## src/inc/hwrs_pkg.sv

```systemverilog
// Notes on behaviour
// Power-down stops system oscillator; selected watchdog RC oscillator runs.
// During power-down memory, registers and port states stay unchanged.
// Power-down entry clears and restarts an RC-clocked watchdog.
// Power-down instruction sets power-down flag, clears timeout flag.
// Exit on external reset, interrupt, port fall or watchdog overflow.
// External reset ending power-down performs a complete initialization.
// Watchdog timeout in power-down zeroes only counter and stack pointer.
// Power-down flag cleared by power-up and watchdog clear.
// Timeout flag is set whenever a watchdog timeout occurs.
// First port bits wake individually; other ports wake as whole ports.
// A port wake resumes at the instruction after power-down.
// Interrupt wake resumes next if disabled or stack full, else vectors.
// An interrupt already pending at power-down entry cannot wake.
// Every wake inserts a dummy period of 1024 system clocks.
// Interrupt service starts at least one cycle after the dummy period.
// Reset sources: pin reset running, pin reset halted, watchdog running.
// Flags: 0,0 power-up or pin reset; 1,u watchdog; 1,1 watchdog wake.
// Start-up timer holds 1024 clocks after any chip reset.
// Chip reset clears counter, interrupts, watchdog, timers; ports input.
// Watchdog overflow when running gives chip reset and timeout flag.
// Start-up count runs on restarted oscillator; processor held till done.
// Port falls are seen while halted and restart the oscillator.
`default_nettype none
package hwrs_pkg;
  // -------------------------------------------------------------------------
  // Register map
  // -------------------------------------------------------------------------
  localparam logic [7:0] HWRS_OFS_CONFIG = 8'h00;
  localparam logic [7:0] HWRS_OFS_STATUS = 8'h04;
  localparam logic [7:0] HWRS_OFS_WDOG = 8'h08;
  // -------------------------------------------------------------------------
  // Configuration field positions
  // -------------------------------------------------------------------------
  localparam int HWRS_CFG_FIRST_MASK_LSB = 0;
  localparam int HWRS_CFG_SECOND_WAKE = 8;
  localparam int HWRS_CFG_THIRD_WAKE = 9;
  localparam int HWRS_CFG_FOURTH_WAKE = 10;
  localparam int HWRS_CFG_WDOG_ENABLE = 12;
  localparam int HWRS_CFG_WDOG_RC = 13;
  localparam int HWRS_CFG_RATIO_LSB = 16;
  localparam logic [31:0] HWRS_CONFIG_RESET = 32'h0007_3000;
  localparam logic [31:0] HWRS_CONFIG_WMASK = 32'h0007_37ff;
  // -------------------------------------------------------------------------
  // Timing
  // -------------------------------------------------------------------------
  localparam int HWRS_STARTUP_CYCLES = 1024;
  localparam int HWRS_INSTR_DIV = 4;
  localparam int HWRS_WDOG_BASE_BITS = 8;
  localparam logic [32:0] HWRS_PIN_RESET = 33'h1_ffff_ffff;
  typedef enum logic [1:0] {
    HWRS_ST_STARTUP,
    HWRS_ST_RUN,
    HWRS_ST_HALT,
    HWRS_ST_WAKE
  } hwrs_state_type;
endpackage
`default_nettype wire

```

## src/hdl/hwrs_sequencer.sv

```systemverilog
// The APB slave port and the register addresses were chosen for this implementation.
`default_nettype none
module hwrs_sequencer
  import hwrs_pkg::*;
(
  input wire logic clk, // 50 MHz system clock
  input wire logic reset, // Power-on reset, synchronous, active high
  input wire logic psel, // APB select
  input wire logic penable, // APB enable
  input wire logic pwrite, // APB direction
  input wire logic [7:0] paddr, // APB byte address
  input wire logic [31:0] pwdata, // APB write data
  output logic [31:0] prdata, // APB read data
  output logic pready, // APB ready
  output logic pslverr, // APB error on unmapped address or on a write to a read-only register
  input wire logic external_reset_pin_n, // External reset pin, active low
  input wire logic [7:0] first_port, // First port pins
  input wire logic [7:0] second_port, // Second port pins
  input wire logic [7:0] third_port, // Third port pins
  input wire logic [7:0] fourth_port, // Fourth port pins
  input wire logic wdog_rc_clock, // Watchdog RC oscillator output
  input wire logic halt_instruction, // Core executes power-down, pulse
  input wire logic watchdog_clear_instruction, // Core clears watchdog, pulse
  input wire logic [2:0] irq_request, // Interrupt request flags
  input wire logic [2:0] irq_enable, // Per-source interrupt enables
  input wire logic irq_master_enable, // Global interrupt enable
  input wire logic stack_full, // Core stack is full
  output logic sys_osc_enable, // System oscillator runs
  output logic wdog_osc_enable, // Watchdog RC oscillator runs
  output logic cpu_clock_enable, // Processor may execute
  output logic chip_reset, // Full chip initialization, level
  output logic warm_reset, // Zero program counter and stack pointer, pulse
  output logic hold_ports, // Freeze port and register state
  output logic resume_next, // Continue after power-down instruction, pulse
  output logic resume_irq, // Take interrupt vector, pulse
  output logic power_down_flag, // Power-down flag
  output logic watchdog_timeout_flag // Watchdog timeout flag
);
  // -------------------------------------------------------------------------
  // Input synchronisers
  // -------------------------------------------------------------------------
  logic [32:0] pin_s1;
  logic [32:0] pin_s2;
  logic [32:0] pin_s3;
  logic [32:0] pin_stable;
  logic [32:0] pin_prev;

  always_ff @(posedge clk) begin
    if (reset) begin
      pin_s1 <= HWRS_PIN_RESET;
      pin_s2 <= HWRS_PIN_RESET;
      pin_s3 <= HWRS_PIN_RESET;
      pin_stable <= HWRS_PIN_RESET;
      pin_prev <= HWRS_PIN_RESET;
    end else begin
      pin_s1 <= {external_reset_pin_n, fourth_port, third_port,
                 second_port, first_port};
      pin_s2 <= pin_s1;
      pin_s3 <= pin_s2;
      // A bit changes only once the two later stages agree.
      pin_stable <= (pin_s2 & pin_s3) | (pin_stable & (pin_s2 ^ pin_s3));
      pin_prev <= pin_stable;
    end
  end

  logic ext_reset_active;
  logic [31:0] port_fall;
  assign ext_reset_active = ~pin_stable[32];
  assign port_fall = pin_prev[31:0] & ~pin_stable[31:0];

  // -------------------------------------------------------------------------
  // Configuration register
  // -------------------------------------------------------------------------
  logic [31:0] config_reg;
  logic bus_access;
  logic bus_write;
  assign bus_access = psel && penable && !pready;
  assign bus_write = bus_access && pwrite && (paddr == HWRS_OFS_CONFIG);

  always_ff @(posedge clk) begin
    if (reset || ext_reset_active) begin
      config_reg <= HWRS_CONFIG_RESET;
    end else if (bus_write) begin
      config_reg <= pwdata & HWRS_CONFIG_WMASK;
    end
  end

  logic [7:0] first_mask;
  logic wdog_on;
  logic wdog_rc;
  logic [2:0] wdog_ratio;
  logic [31:0] wake_mask;
  assign first_mask = config_reg[HWRS_CFG_FIRST_MASK_LSB +: 8];
  assign wdog_on = config_reg[HWRS_CFG_WDOG_ENABLE];
  assign wdog_rc = config_reg[HWRS_CFG_WDOG_RC];
  assign wdog_ratio = config_reg[HWRS_CFG_RATIO_LSB +: 3];
  assign wake_mask = {{8{config_reg[HWRS_CFG_FOURTH_WAKE]}},
                      {8{config_reg[HWRS_CFG_THIRD_WAKE]}},
                      {8{config_reg[HWRS_CFG_SECOND_WAKE]}},
                      first_mask};

  // -------------------------------------------------------------------------
  // Sequencer state
  // -------------------------------------------------------------------------
  hwrs_state_type state;
  logic [10:0] delay_count;
  logic delay_done;
  logic wake_by_irq;
  logic wake_by_port;
  logic wake_warm;
  logic [2:0] irq_blocked;
  logic wdog_overflow;
  logic irq_wake;
  logic port_wake;
  logic service_irq;
  logic [1:0] instr_div;

  assign delay_done = (delay_count == 11'(HWRS_STARTUP_CYCLES - 1));
  assign irq_wake = |(irq_request & ~irq_blocked);
  assign port_wake = |(port_fall & wake_mask);
  assign service_irq = irq_master_enable && !stack_full &&
                       |(irq_request & irq_enable);

  always_ff @(posedge clk) begin
    if (reset || ext_reset_active) begin
      state <= HWRS_ST_STARTUP;
    end else begin
      case (state)
        HWRS_ST_STARTUP: begin
          if (delay_done) begin
            state <= HWRS_ST_RUN;
          end
        end
        HWRS_ST_RUN: begin
          if (wdog_overflow) begin
            state <= HWRS_ST_STARTUP;
          end else if (halt_instruction) begin
            state <= HWRS_ST_HALT;
          end
        end
        HWRS_ST_HALT: begin
          if (wdog_overflow || irq_wake || port_wake) begin
            state <= HWRS_ST_WAKE;
          end
        end
        HWRS_ST_WAKE: begin
          if (delay_done) begin
            state <= HWRS_ST_RUN;
          end
        end
        default: begin
          state <= HWRS_ST_STARTUP;
        end
      endcase
    end
  end

  // Count restarts on every entry to a delay state, on the running oscillator.
  always_ff @(posedge clk) begin
    if (reset || ext_reset_active) begin
      delay_count <= 11'h000;
    end else if ((state == HWRS_ST_STARTUP || state == HWRS_ST_WAKE)
                 && !delay_done) begin
      delay_count <= delay_count + 11'h001;
    end else begin
      delay_count <= 11'h000;
    end
  end

  // Pending requests at entry are remembered so they cannot wake the core.
  always_ff @(posedge clk) begin
    if (reset || ext_reset_active) begin
      irq_blocked <= 3'h0;
    end else if (state == HWRS_ST_RUN && halt_instruction) begin
      irq_blocked <= irq_request;
    end else if (state == HWRS_ST_HALT) begin
      irq_blocked <= irq_blocked & irq_request;
    end
  end

  always_ff @(posedge clk) begin
    if (reset || ext_reset_active) begin
      wake_by_irq <= 1'b0;
      wake_by_port <= 1'b0;
      wake_warm <= 1'b0;
    end else if (state == HWRS_ST_HALT) begin
      wake_warm <= wdog_overflow;
      wake_by_irq <= !wdog_overflow && irq_wake;
      wake_by_port <= !wdog_overflow && !irq_wake && port_wake;
    end
  end

  // -------------------------------------------------------------------------
  // Watchdog
  // -------------------------------------------------------------------------
  logic [14:0] wdog_count;
  logic wdog_tick;
  logic rc_s1;
  logic rc_s2;
  logic rc_s3;
  logic rc_stable;
  logic rc_edge;
  logic [14:0] wdog_limit;
  logic wdog_clear;
  assign wdog_limit = 15'((16'h0100 << wdog_ratio) - 16'h0001);
  assign wdog_clear = watchdog_clear_instruction ||
                      (state == HWRS_ST_RUN && halt_instruction);
  // The instruction clock stops in power-down, so only RC mode guards halt.
  assign wdog_tick = wdog_rc ? rc_edge
                             : (state == HWRS_ST_RUN && instr_div == 2'h3);

  always_ff @(posedge clk) begin
    if (reset) begin
      rc_s1 <= 1'b0;
      rc_s2 <= 1'b0;
      rc_s3 <= 1'b0;
      rc_stable <= 1'b0;
    end else begin
      rc_s1 <= wdog_rc_clock;
      rc_s2 <= rc_s1;
      rc_s3 <= rc_s2;
      if (rc_s2 == rc_s3) begin
        rc_stable <= rc_s3;
      end
    end
  end
  assign rc_edge = (rc_s2 == rc_s3) && rc_s3 && !rc_stable;

  always_ff @(posedge clk) begin
    if (reset || state != HWRS_ST_RUN) begin
      instr_div <= 2'h0;
    end else begin
      instr_div <= instr_div + 2'h1;
    end
  end

  always_ff @(posedge clk) begin
    if (reset || ext_reset_active || wdog_clear || wdog_overflow ||
        state == HWRS_ST_STARTUP || !wdog_on) begin
      wdog_count <= 15'h0000;
    end else if (wdog_tick && state != HWRS_ST_WAKE) begin
      wdog_count <= wdog_count + 15'h0001;
    end
  end
  assign wdog_overflow = wdog_on && wdog_tick && wdog_limit == wdog_count &&
                         (state == HWRS_ST_RUN || state == HWRS_ST_HALT);

  // -------------------------------------------------------------------------
  // Reset-cause flags
  // -------------------------------------------------------------------------
  always_ff @(posedge clk) begin
    if (reset || ext_reset_active) begin
      watchdog_timeout_flag <= 1'b0;
    end else if (wdog_overflow) begin
      watchdog_timeout_flag <= 1'b1;
    end else if (state == HWRS_ST_RUN && halt_instruction) begin
      watchdog_timeout_flag <= 1'b0;
    end else if (watchdog_clear_instruction) begin
      watchdog_timeout_flag <= 1'b0;
    end
  end

  always_ff @(posedge clk) begin
    if (reset || ext_reset_active) begin
      power_down_flag <= 1'b0;
    end else if (state == HWRS_ST_RUN && halt_instruction &&
                 !wdog_overflow) begin
      power_down_flag <= 1'b1;
    end else if (watchdog_clear_instruction && state == HWRS_ST_RUN) begin
      power_down_flag <= 1'b0;
    end
  end

  // -------------------------------------------------------------------------
  // Control outputs
  // -------------------------------------------------------------------------
  logic resume_pending;

  always_ff @(posedge clk) begin
    if (reset) begin
      sys_osc_enable <= 1'b1;
      wdog_osc_enable <= 1'b0;
      cpu_clock_enable <= 1'b0;
      chip_reset <= 1'b1;
      warm_reset <= 1'b0;
      hold_ports <= 1'b0;
      resume_next <= 1'b0;
      resume_irq <= 1'b0;
      resume_pending <= 1'b0;
    end else begin
      // Port edges are sampled here while the oscillator model is stopped.
      sys_osc_enable <= (state != HWRS_ST_HALT) || port_wake ||
                        irq_wake || wdog_overflow;
      wdog_osc_enable <= wdog_on && wdog_rc;
      cpu_clock_enable <= (state == HWRS_ST_RUN) && !halt_instruction &&
                          !wdog_overflow && !ext_reset_active;
      chip_reset <= ext_reset_active || (state == HWRS_ST_STARTUP) ||
                    (state == HWRS_ST_RUN && wdog_overflow);
      warm_reset <= (state == HWRS_ST_HALT) && wdog_overflow &&
                    !ext_reset_active;
      hold_ports <= (state == HWRS_ST_HALT) ||
                    (state == HWRS_ST_RUN && halt_instruction);
      resume_next <= (state == HWRS_ST_WAKE) && delay_done &&
                     !ext_reset_active &&
                     (wake_by_port || (wake_by_irq && !service_irq));
      // Vectoring waits a cycle past the dummy period.
      resume_pending <= (state == HWRS_ST_WAKE) && delay_done &&
                        !ext_reset_active && wake_by_irq && service_irq;
      resume_irq <= resume_pending;
    end
  end

  // -------------------------------------------------------------------------
  // APB slave, one wait state on every access
  // -------------------------------------------------------------------------
  function automatic logic mapped(input logic [7:0] addr);
    mapped = (addr == HWRS_OFS_CONFIG) || (addr == HWRS_OFS_STATUS) ||
             (addr == HWRS_OFS_WDOG);
  endfunction

  always_ff @(posedge clk) begin
    if (reset) begin
      pready <= 1'b0;
      pslverr <= 1'b0;
      prdata <= 32'h0000_0000;
    end else if (bus_access) begin
      pready <= 1'b1;
      pslverr <= !mapped(paddr) ||
                 (pwrite && paddr != HWRS_OFS_CONFIG);
      if (pwrite || !mapped(paddr)) begin
        prdata <= 32'h0000_0000;
      end else if (paddr == HWRS_OFS_CONFIG) begin
        prdata <= config_reg;
      end else if (paddr == HWRS_OFS_STATUS) begin
        prdata <= {24'h00_0000, wake_warm, wake_by_port, wake_by_irq,
                   1'b0, state, power_down_flag, watchdog_timeout_flag};
      end else begin
        prdata <= {17'h0_0000, wdog_count};
      end
    end else begin
      pready <= 1'b0;
      pslverr <= 1'b0;
    end
  end

endmodule // hwrs_sequencer
`default_nettype wire

```

## config.mk

```make
export PLATFORM = sky130hd
export DESIGN_NAME = hwrs_sequencer
export DESIGN_NICKNAME = d
export VERILOG_FILES = /design/src/inc/hwrs_pkg.sv /design/src/hdl/hwrs_sequencer.sv
export SDC_FILE = /design/constraint.sdc
export NUM_CORES = 1
export LEC_CHECK = 0
export ABC_AREA = 1
export BUFFER_PORTS_ARGS = -buffer_cell sky130_fd_sc_hd__buf_2
export CAP_MARGIN = 15
export CORE_MARGIN = 3
export CORE_UTILIZATION = 50
export CTS_CLUSTER_DIAMETER = 150
export DETAILED_ROUTE_END_ITERATION = 10
export PLACE_DENSITY = 0.78
export SETUP_SLACK_MARGIN = 0.3
export SLEW_MARGIN = 10
export SYNTH_ARGS = -nofsm -noshare
export SYNTH_HDL_FRONTEND = slang
export SYNTH_SLANG_ARGS = --single-unit
```

## constraint.sdc

```tcl
create_clock -name clk -period 3 [get_ports clk]
set_input_delay 0.3 -clock clk [delete_from_list [all_inputs] [get_ports clk]]
set_output_delay 0.3 -clock clk [all_outputs]
set_load 0.02 [all_outputs]
```

After elaboration in Yosys (flattened, before gate mapping)
Index checks and enable logic that the tools add are counted.
Cells by class
  add/sub/neg operators: 4
  multipliers: 0
  divide/modulo/power cells: 0
  order comparisons: 0
  eq/ne operators: 15
  shifts and indexed selects: 1
  muxes and demuxes: 17
  bitwise logic cells: 14
  reductions and logical operators: 79
Operators by type and width (number)
  33-bit bitwise AND: 2
  32-bit bitwise AND: 2
  19-bit two-way mux: 2
  1-bit logical AND: 34
  33-bit OR: 1
  33-bit bitwise XOR: 1
  32-bit NOT: 1
  32-bit OR reduction: 1
  1-bit logical OR: 22
  15-bit by 1-bit adder with 15-bit output, second input constant: 1
  15-bit equality test: 1
  15-bit two-way mux: 1
  9-bit by 3-bit left shift with 15-bit output, first input constant: 1
  15-bit by 1-bit subtractor with 15-bit output, second input constant: 1
  11-bit by 1-bit adder with 11-bit output, second input constant: 1
  11-bit by 10-bit equality test with 1-bit output, second input constant: 1
  1-bit zero test: 10
  3-bit bitwise AND: 3
  8-bit by 3-bit equality test with 1-bit output, second input constant: 1
  8-bit by 4-bit equality test with 1-bit output, second input constant: 1
  8-bit zero test: 1
  2-bit two-way mux: 4
  8-bit nonzero test: 1
  1-bit two-way mux: 7
  17 further kinds: 29
Storage, ports and cells
  register bits: 265
  latch bits: 0
  RAM bits: 0
  memory bits (read-only): 0
  input port bits: 89
  logic and storage cells: 162
  memories: 0

Longest topological paths before layout
  word-level depth: 11
  mapped depth: 17

Worst setup path after synthesis
Ideal clock, no wire load.
  path kind: reg2reg
  from: register config_reg[17]
  to: register wdog_count[11]
  arrival time: 1825 ps
  slack: 1061 ps
  cell stages (with the launch flop): 15
  path through: dfxtp_1 -> buf_4 -> nor2_2 -> nand2_1 -> ha_1 -> inv_1 -> nand2_1 -> nand2_1 -> xor2_1 -> nand3_1 -> nor2_1 -> nand3_4 -> nand4_4 -> buf_4 -> nor2_1
Between the ends
  word-level cells in the longest chain between the ends: 8
RTL lines
  start: declaration: RTL line hwrs_sequencer.sv:74  | logic [31:0] config_reg;
  start signal: assignment: RTL line hwrs_sequencer.sv:84  | config_reg <= pwdata & HWRS_CONFIG_WMASK;
  9-bit by 3-bit left shift with 15-bit output: RTL line hwrs_sequencer.sv:205  | assign wdog_limit = 15'((16'h0100 << wdog_ratio) - 16'h0001);
  15-bit by 1-bit subtractor with 15-bit output: RTL line hwrs_sequencer.sv:205
  15-bit equality test: RTL line hwrs_sequencer.sv:245  | assign wdog_overflow = wdog_on && wdog_tick && wdog_limit == wdog_count &&
  1-bit logical AND (2 in series): RTL line hwrs_sequencer.sv:245
  1-bit logical OR (2 in series): RTL line hwrs_sequencer.sv:238  | if (reset || ext_reset_active || wdog_clear || wdog_overflow ||
  1-bit logical OR: RTL line hwrs_sequencer.sv:239  | state == HWRS_ST_STARTUP || !wdog_on) begin
  end signal: assignment: RTL line hwrs_sequencer.sv:242  | wdog_count <= wdog_count + 15'h0001;
  end: declaration: RTL line hwrs_sequencer.sv:196  | logic [14:0] wdog_count;
No other way between the ends.
A chain may end at the register's enable or synchronous reset.

Final worst setup path
  from: register config_reg[17]
  to: register state[1]
Between the ends
  word-level cells in the longest chain between the ends: 9
RTL lines
  9-bit by 3-bit left shift with 15-bit output (*): RTL line hwrs_sequencer.sv:205
  15-bit by 1-bit subtractor with 15-bit output (*): RTL line hwrs_sequencer.sv:205
  15-bit equality test (*): RTL line hwrs_sequencer.sv:245
  1-bit logical AND (*) (2 in series): RTL line hwrs_sequencer.sv:245
  1-bit logical OR (2 in series): RTL line hwrs_sequencer.sv:142  | if (wdog_overflow || irq_wake || port_wake) begin
  2-bit inequality test (no line)
  3-bit AND reduction (no line)
  end signal: assignment: RTL line hwrs_sequencer.sv:143  | state <= HWRS_ST_WAKE;
  end signal: assignment: RTL line hwrs_sequencer.sv:148  | state <= HWRS_ST_RUN;
  end signal: assignment: RTL line hwrs_sequencer.sv:152  | state <= HWRS_ST_STARTUP;
  end: declaration: RTL line hwrs_sequencer.sv:105  | hwrs_state_type state;
Every way passes the cells marked *; elsewhere a longest branch is shown, timed or not.

==> results.py <==
metrics = {
    "setup_path": {
        "reg2reg_depth": 14,
        "r2r-end": "state[1]$_SDFFE_PP0P_",
        "worst-path-max-fanout": 8,
        "end_kind": "register",
        "startpoint_type": "register",
        "reg2reg_from": "config_reg[17]$_SDFFE_PP1P_",
        "reg2reg_slack_ns": 0.73,
        "criticalPathCategory": "register to register",
        "cp-startpoint": "config_reg[17]$_SDFFE_PP1P_",
        "cp.required_ns": 3.42,
        "cp-endpoint": "state[1]$_SDFFE_PP0P_",
        "arrival_ns": 2.69,
    },
    "cells_and_area": {
        "antenna_cells": 0,
        "syn_to_final_growth_pct": 20.09,
        "nets": 1314,
        "final_util_pct": 61.69,
        "layout-drive-gt1-share_pct": 24.08,
    },
    "run": {
        "max_cap_violations": 0,
    },
    "sta": {
        "tns_ns": 0,
        "hold_violations": 0,
        "rsz0062_at_grt": "no",
        "period_needed_ns": 2.268,
        "fin_skew_ns": 0.01320,
        "finalMaxSlewViolations": 0,
        "worst_pin_slew_ns": 0.7430,
        "slew_headroom_pct": 50.41,
        "finalSetupViolCount": 0,
        "max_freq_mhz": 440.9,
        "fin_crit_sh_pct": 75.60,
    },
    "die": {
        "rows": 49,
        "fp.dieW_um": 142.6,
        "start_util_pct": 51.37,
        "die-area_um2": 20320,
        "io_pins": 133,
        "core-area_um2": 18150,
        "die_h_um": 142.6,
    },
    "detailed_routing": {
        "drt_iter0_drc": 256,
        "postRouteAntennaNets": 0,
        "drc": 0,
        "route.vias.total": 6845,
        "drt-total-wl_um": 18130,
        "drt_first_pass_iters": 5,
        "wl_per_cell_um": 12.69,
        "vias_per_cell": 4.790,
    },
    "worst_hold_path": {
        "hold_path_class": "input port to register",
        "hold_depth": 3,
    },
    "global_routing": {
        "globalRouteTotalUtil_pct": 17.39,
        "grt_max_degree": 80,
        "antenna_found_initial": 0,
        "grt_pass1_vias": 6436,
        "grt_pass1_wl_um": 29350,
        "overflow": 0,
    },
    "pwr": {
        "p_per_area_nw_per_um2": 624.1,
        "irDropWorstVdd_mv": 0.5779,
        "leakage_uw": 0.005022,
    },
    "clock_tree": {
        "cts_buffer_depth": 3,
        "clkTransAtPathRegs_ns": 0.06,
        "cts_tree": "done",
        "cts_root_buffer": "clkbuf_16",
        "cts_buffers": 25,
        "cts_setup_buffers": 0,
        "clk_latency_ns": 0.52,
        "ctsHtreeMaxLevel": 1,
        "cts_num_sinks": 251,
    },
    "synth": {
        "synth_area_um2": 9323,
        "syn_inst": 1048,
        "synth_flop_cell": "dfxtp_1",
        "synth_area_leaders": "dfxtp_1 (54%), nand2_1 (8.4%), or2_2 (7.3%)",
        "syn_area_per_cell_um2": 8.896,
        "synth.most_common_cell": "dfxtp_1",
        "async_flop_share_pct": 0,
        "yosys_warnings": 0,
        "synth_edf_count": 0,
        "synth_seq_cells": 251,
        "synth_top_area_share_pct": 53.90,
        "ys_types": 44,
        "synth_top_cell_by_area": "dfxtp_1",
        "seq_area_frac_synth_pct": 53.90,
        "synthTopCellsByCount": "dfxtp_1 (251), nand2_1 (208), or2_2 (109), inv_1 (108), a21oi_1 (67)",
    },
    "place": {
        "port-buffer-count": 102,
        "place_congestion": 0.8543,
        "hpwlAfterDp_um": 12260,
    },
    "run_status": {
        "status": "finished, final reports clean",
    },
}
-- layer usage --
metal,GRT usage (%),share of wire [%]
met3,2.923,5.1
met4,5.653,3.0
met2,30.39,47
met1,21.90,45
met5,0,0
-- per-stage QoR --
| step | std cells | power (µW) | hold WS (ns) | worst slack [ns] | cell area [µm²] |
|---|---|---|---|---|---|
| after detailed placement | 1347 | 3813 | 0.3928 | 0.7555 | 9942 |
| after floorplan | 1061 | 3722 | 0.3883 | 1.061 | 9371 |
| final | 1429 | 6987 | 0.01624 | 0.7321 | 11200 |
| after global placement | 1347 | 3799 | 0.3907 | 0.7990 | 9942 |
| after global routing | 1429 | 7252 | 0.01497 | 0.4920 | 11200 |
| after CTS | 1429 | 7072 | 0.002380 | 0.7456 | 11200 |
-- cell type report --
cell class	instances	area (µm²)
multi-input cells	647	3654
repair buffers	145	930.9
inverters	113	426.7
clock inverters	9	140.1
clock buffers	35	733.2
flip-flops and latches	251	5025
fillers	1529	6952
well taps	229	286.5
-- worst min-delay path by stage --
| stage | start | endpoint | slack [ns] |
|---|---|---|---|
| 2_1_floorplan | rc_s1$_SDFF_PP0_ | rc_s2$_SDFF_PP0_ | 0.39 |
| 3_3_place_gp | pin_s1[29]$_SDFF_PP1_ | pin_s2[29]$_SDFF_PP1_ | 0.39 |
| 3_5_place_dp | pin_s1[17]$_SDFF_PP1_ | pin_s2[17]$_SDFF_PP1_ | 0.39 |
| 4_1_cts | pwdata[17] | config_reg[17]$_SDFFE_PP1P_ | 0.002 |
| 5_1_grt | pwdata[17] | config_reg[17]$_SDFFE_PP1P_ | 0.01 |
| 6_report | pwdata[1] | config_reg[1]$_SDFFE_PP0P_ | 0.02 |
-- repair_timing --
item | CTS | global route
gates resized for setup | 0 | 0
endpoints found under the hold margin | 38 | 0
hold buffers | 38 | 0
-- layout by cell type (no fill, tap or decap), drive strengths merged, types with 5 or more instances in the layout --
cell and instances:
xor2 15, o211ai 16, clkbuf 35, o21ai 23, buf 107, nand2 210, nor2 71, dfxtp 251
ha 42, a21oi 67, or2 110, nor3 14, conb 14, nand4 11, inv 114, dlygate4sd3 38
nand3 33, o221ai 5
-- cells by family (layout without fill, tap and decap cells) --
logic type,Yosys count,after routing,share of synthesized area [%]
AO/OA/AOI/OAI,118,118,7.341
flip-flops,251,251,53.90
XOR/XNOR,16,16,1.503
adder cells (fa/ha/maj),42,42,5.637
AND/OR/NAND/NOR,456,456,24.04
buffers and inverters,163,302,7.435
other,1,14,0.04022
multiplexers,1,1,0.1074
-- where the power goes --
| part | switching (µW) | internal, µW |
|---|---|---|
| sequential | 33.3 | 3420 |
| combinational | 169 | 151 |
| clock | 1240 | 1970 |
| total | 1450 | 5540 |
-- worst max-delay path, cell delays in order (launching register included) --
cell,delay (ns)
dfxtp_1,0.49
inv_1,0.12
nand3_1,0.11
ha_1,0.22
inv_1,0.06
nand2_1,0.05
nand2_1,0.06
xor2_1,0.18
nand4_1,0.25
nor2_2,0.22
nor2_1,0.06
nor2_1,0.11
nand3_1,0.11
nand2_1,0.07
nor2_1,0.06
(Power assumes the default switching activity.)
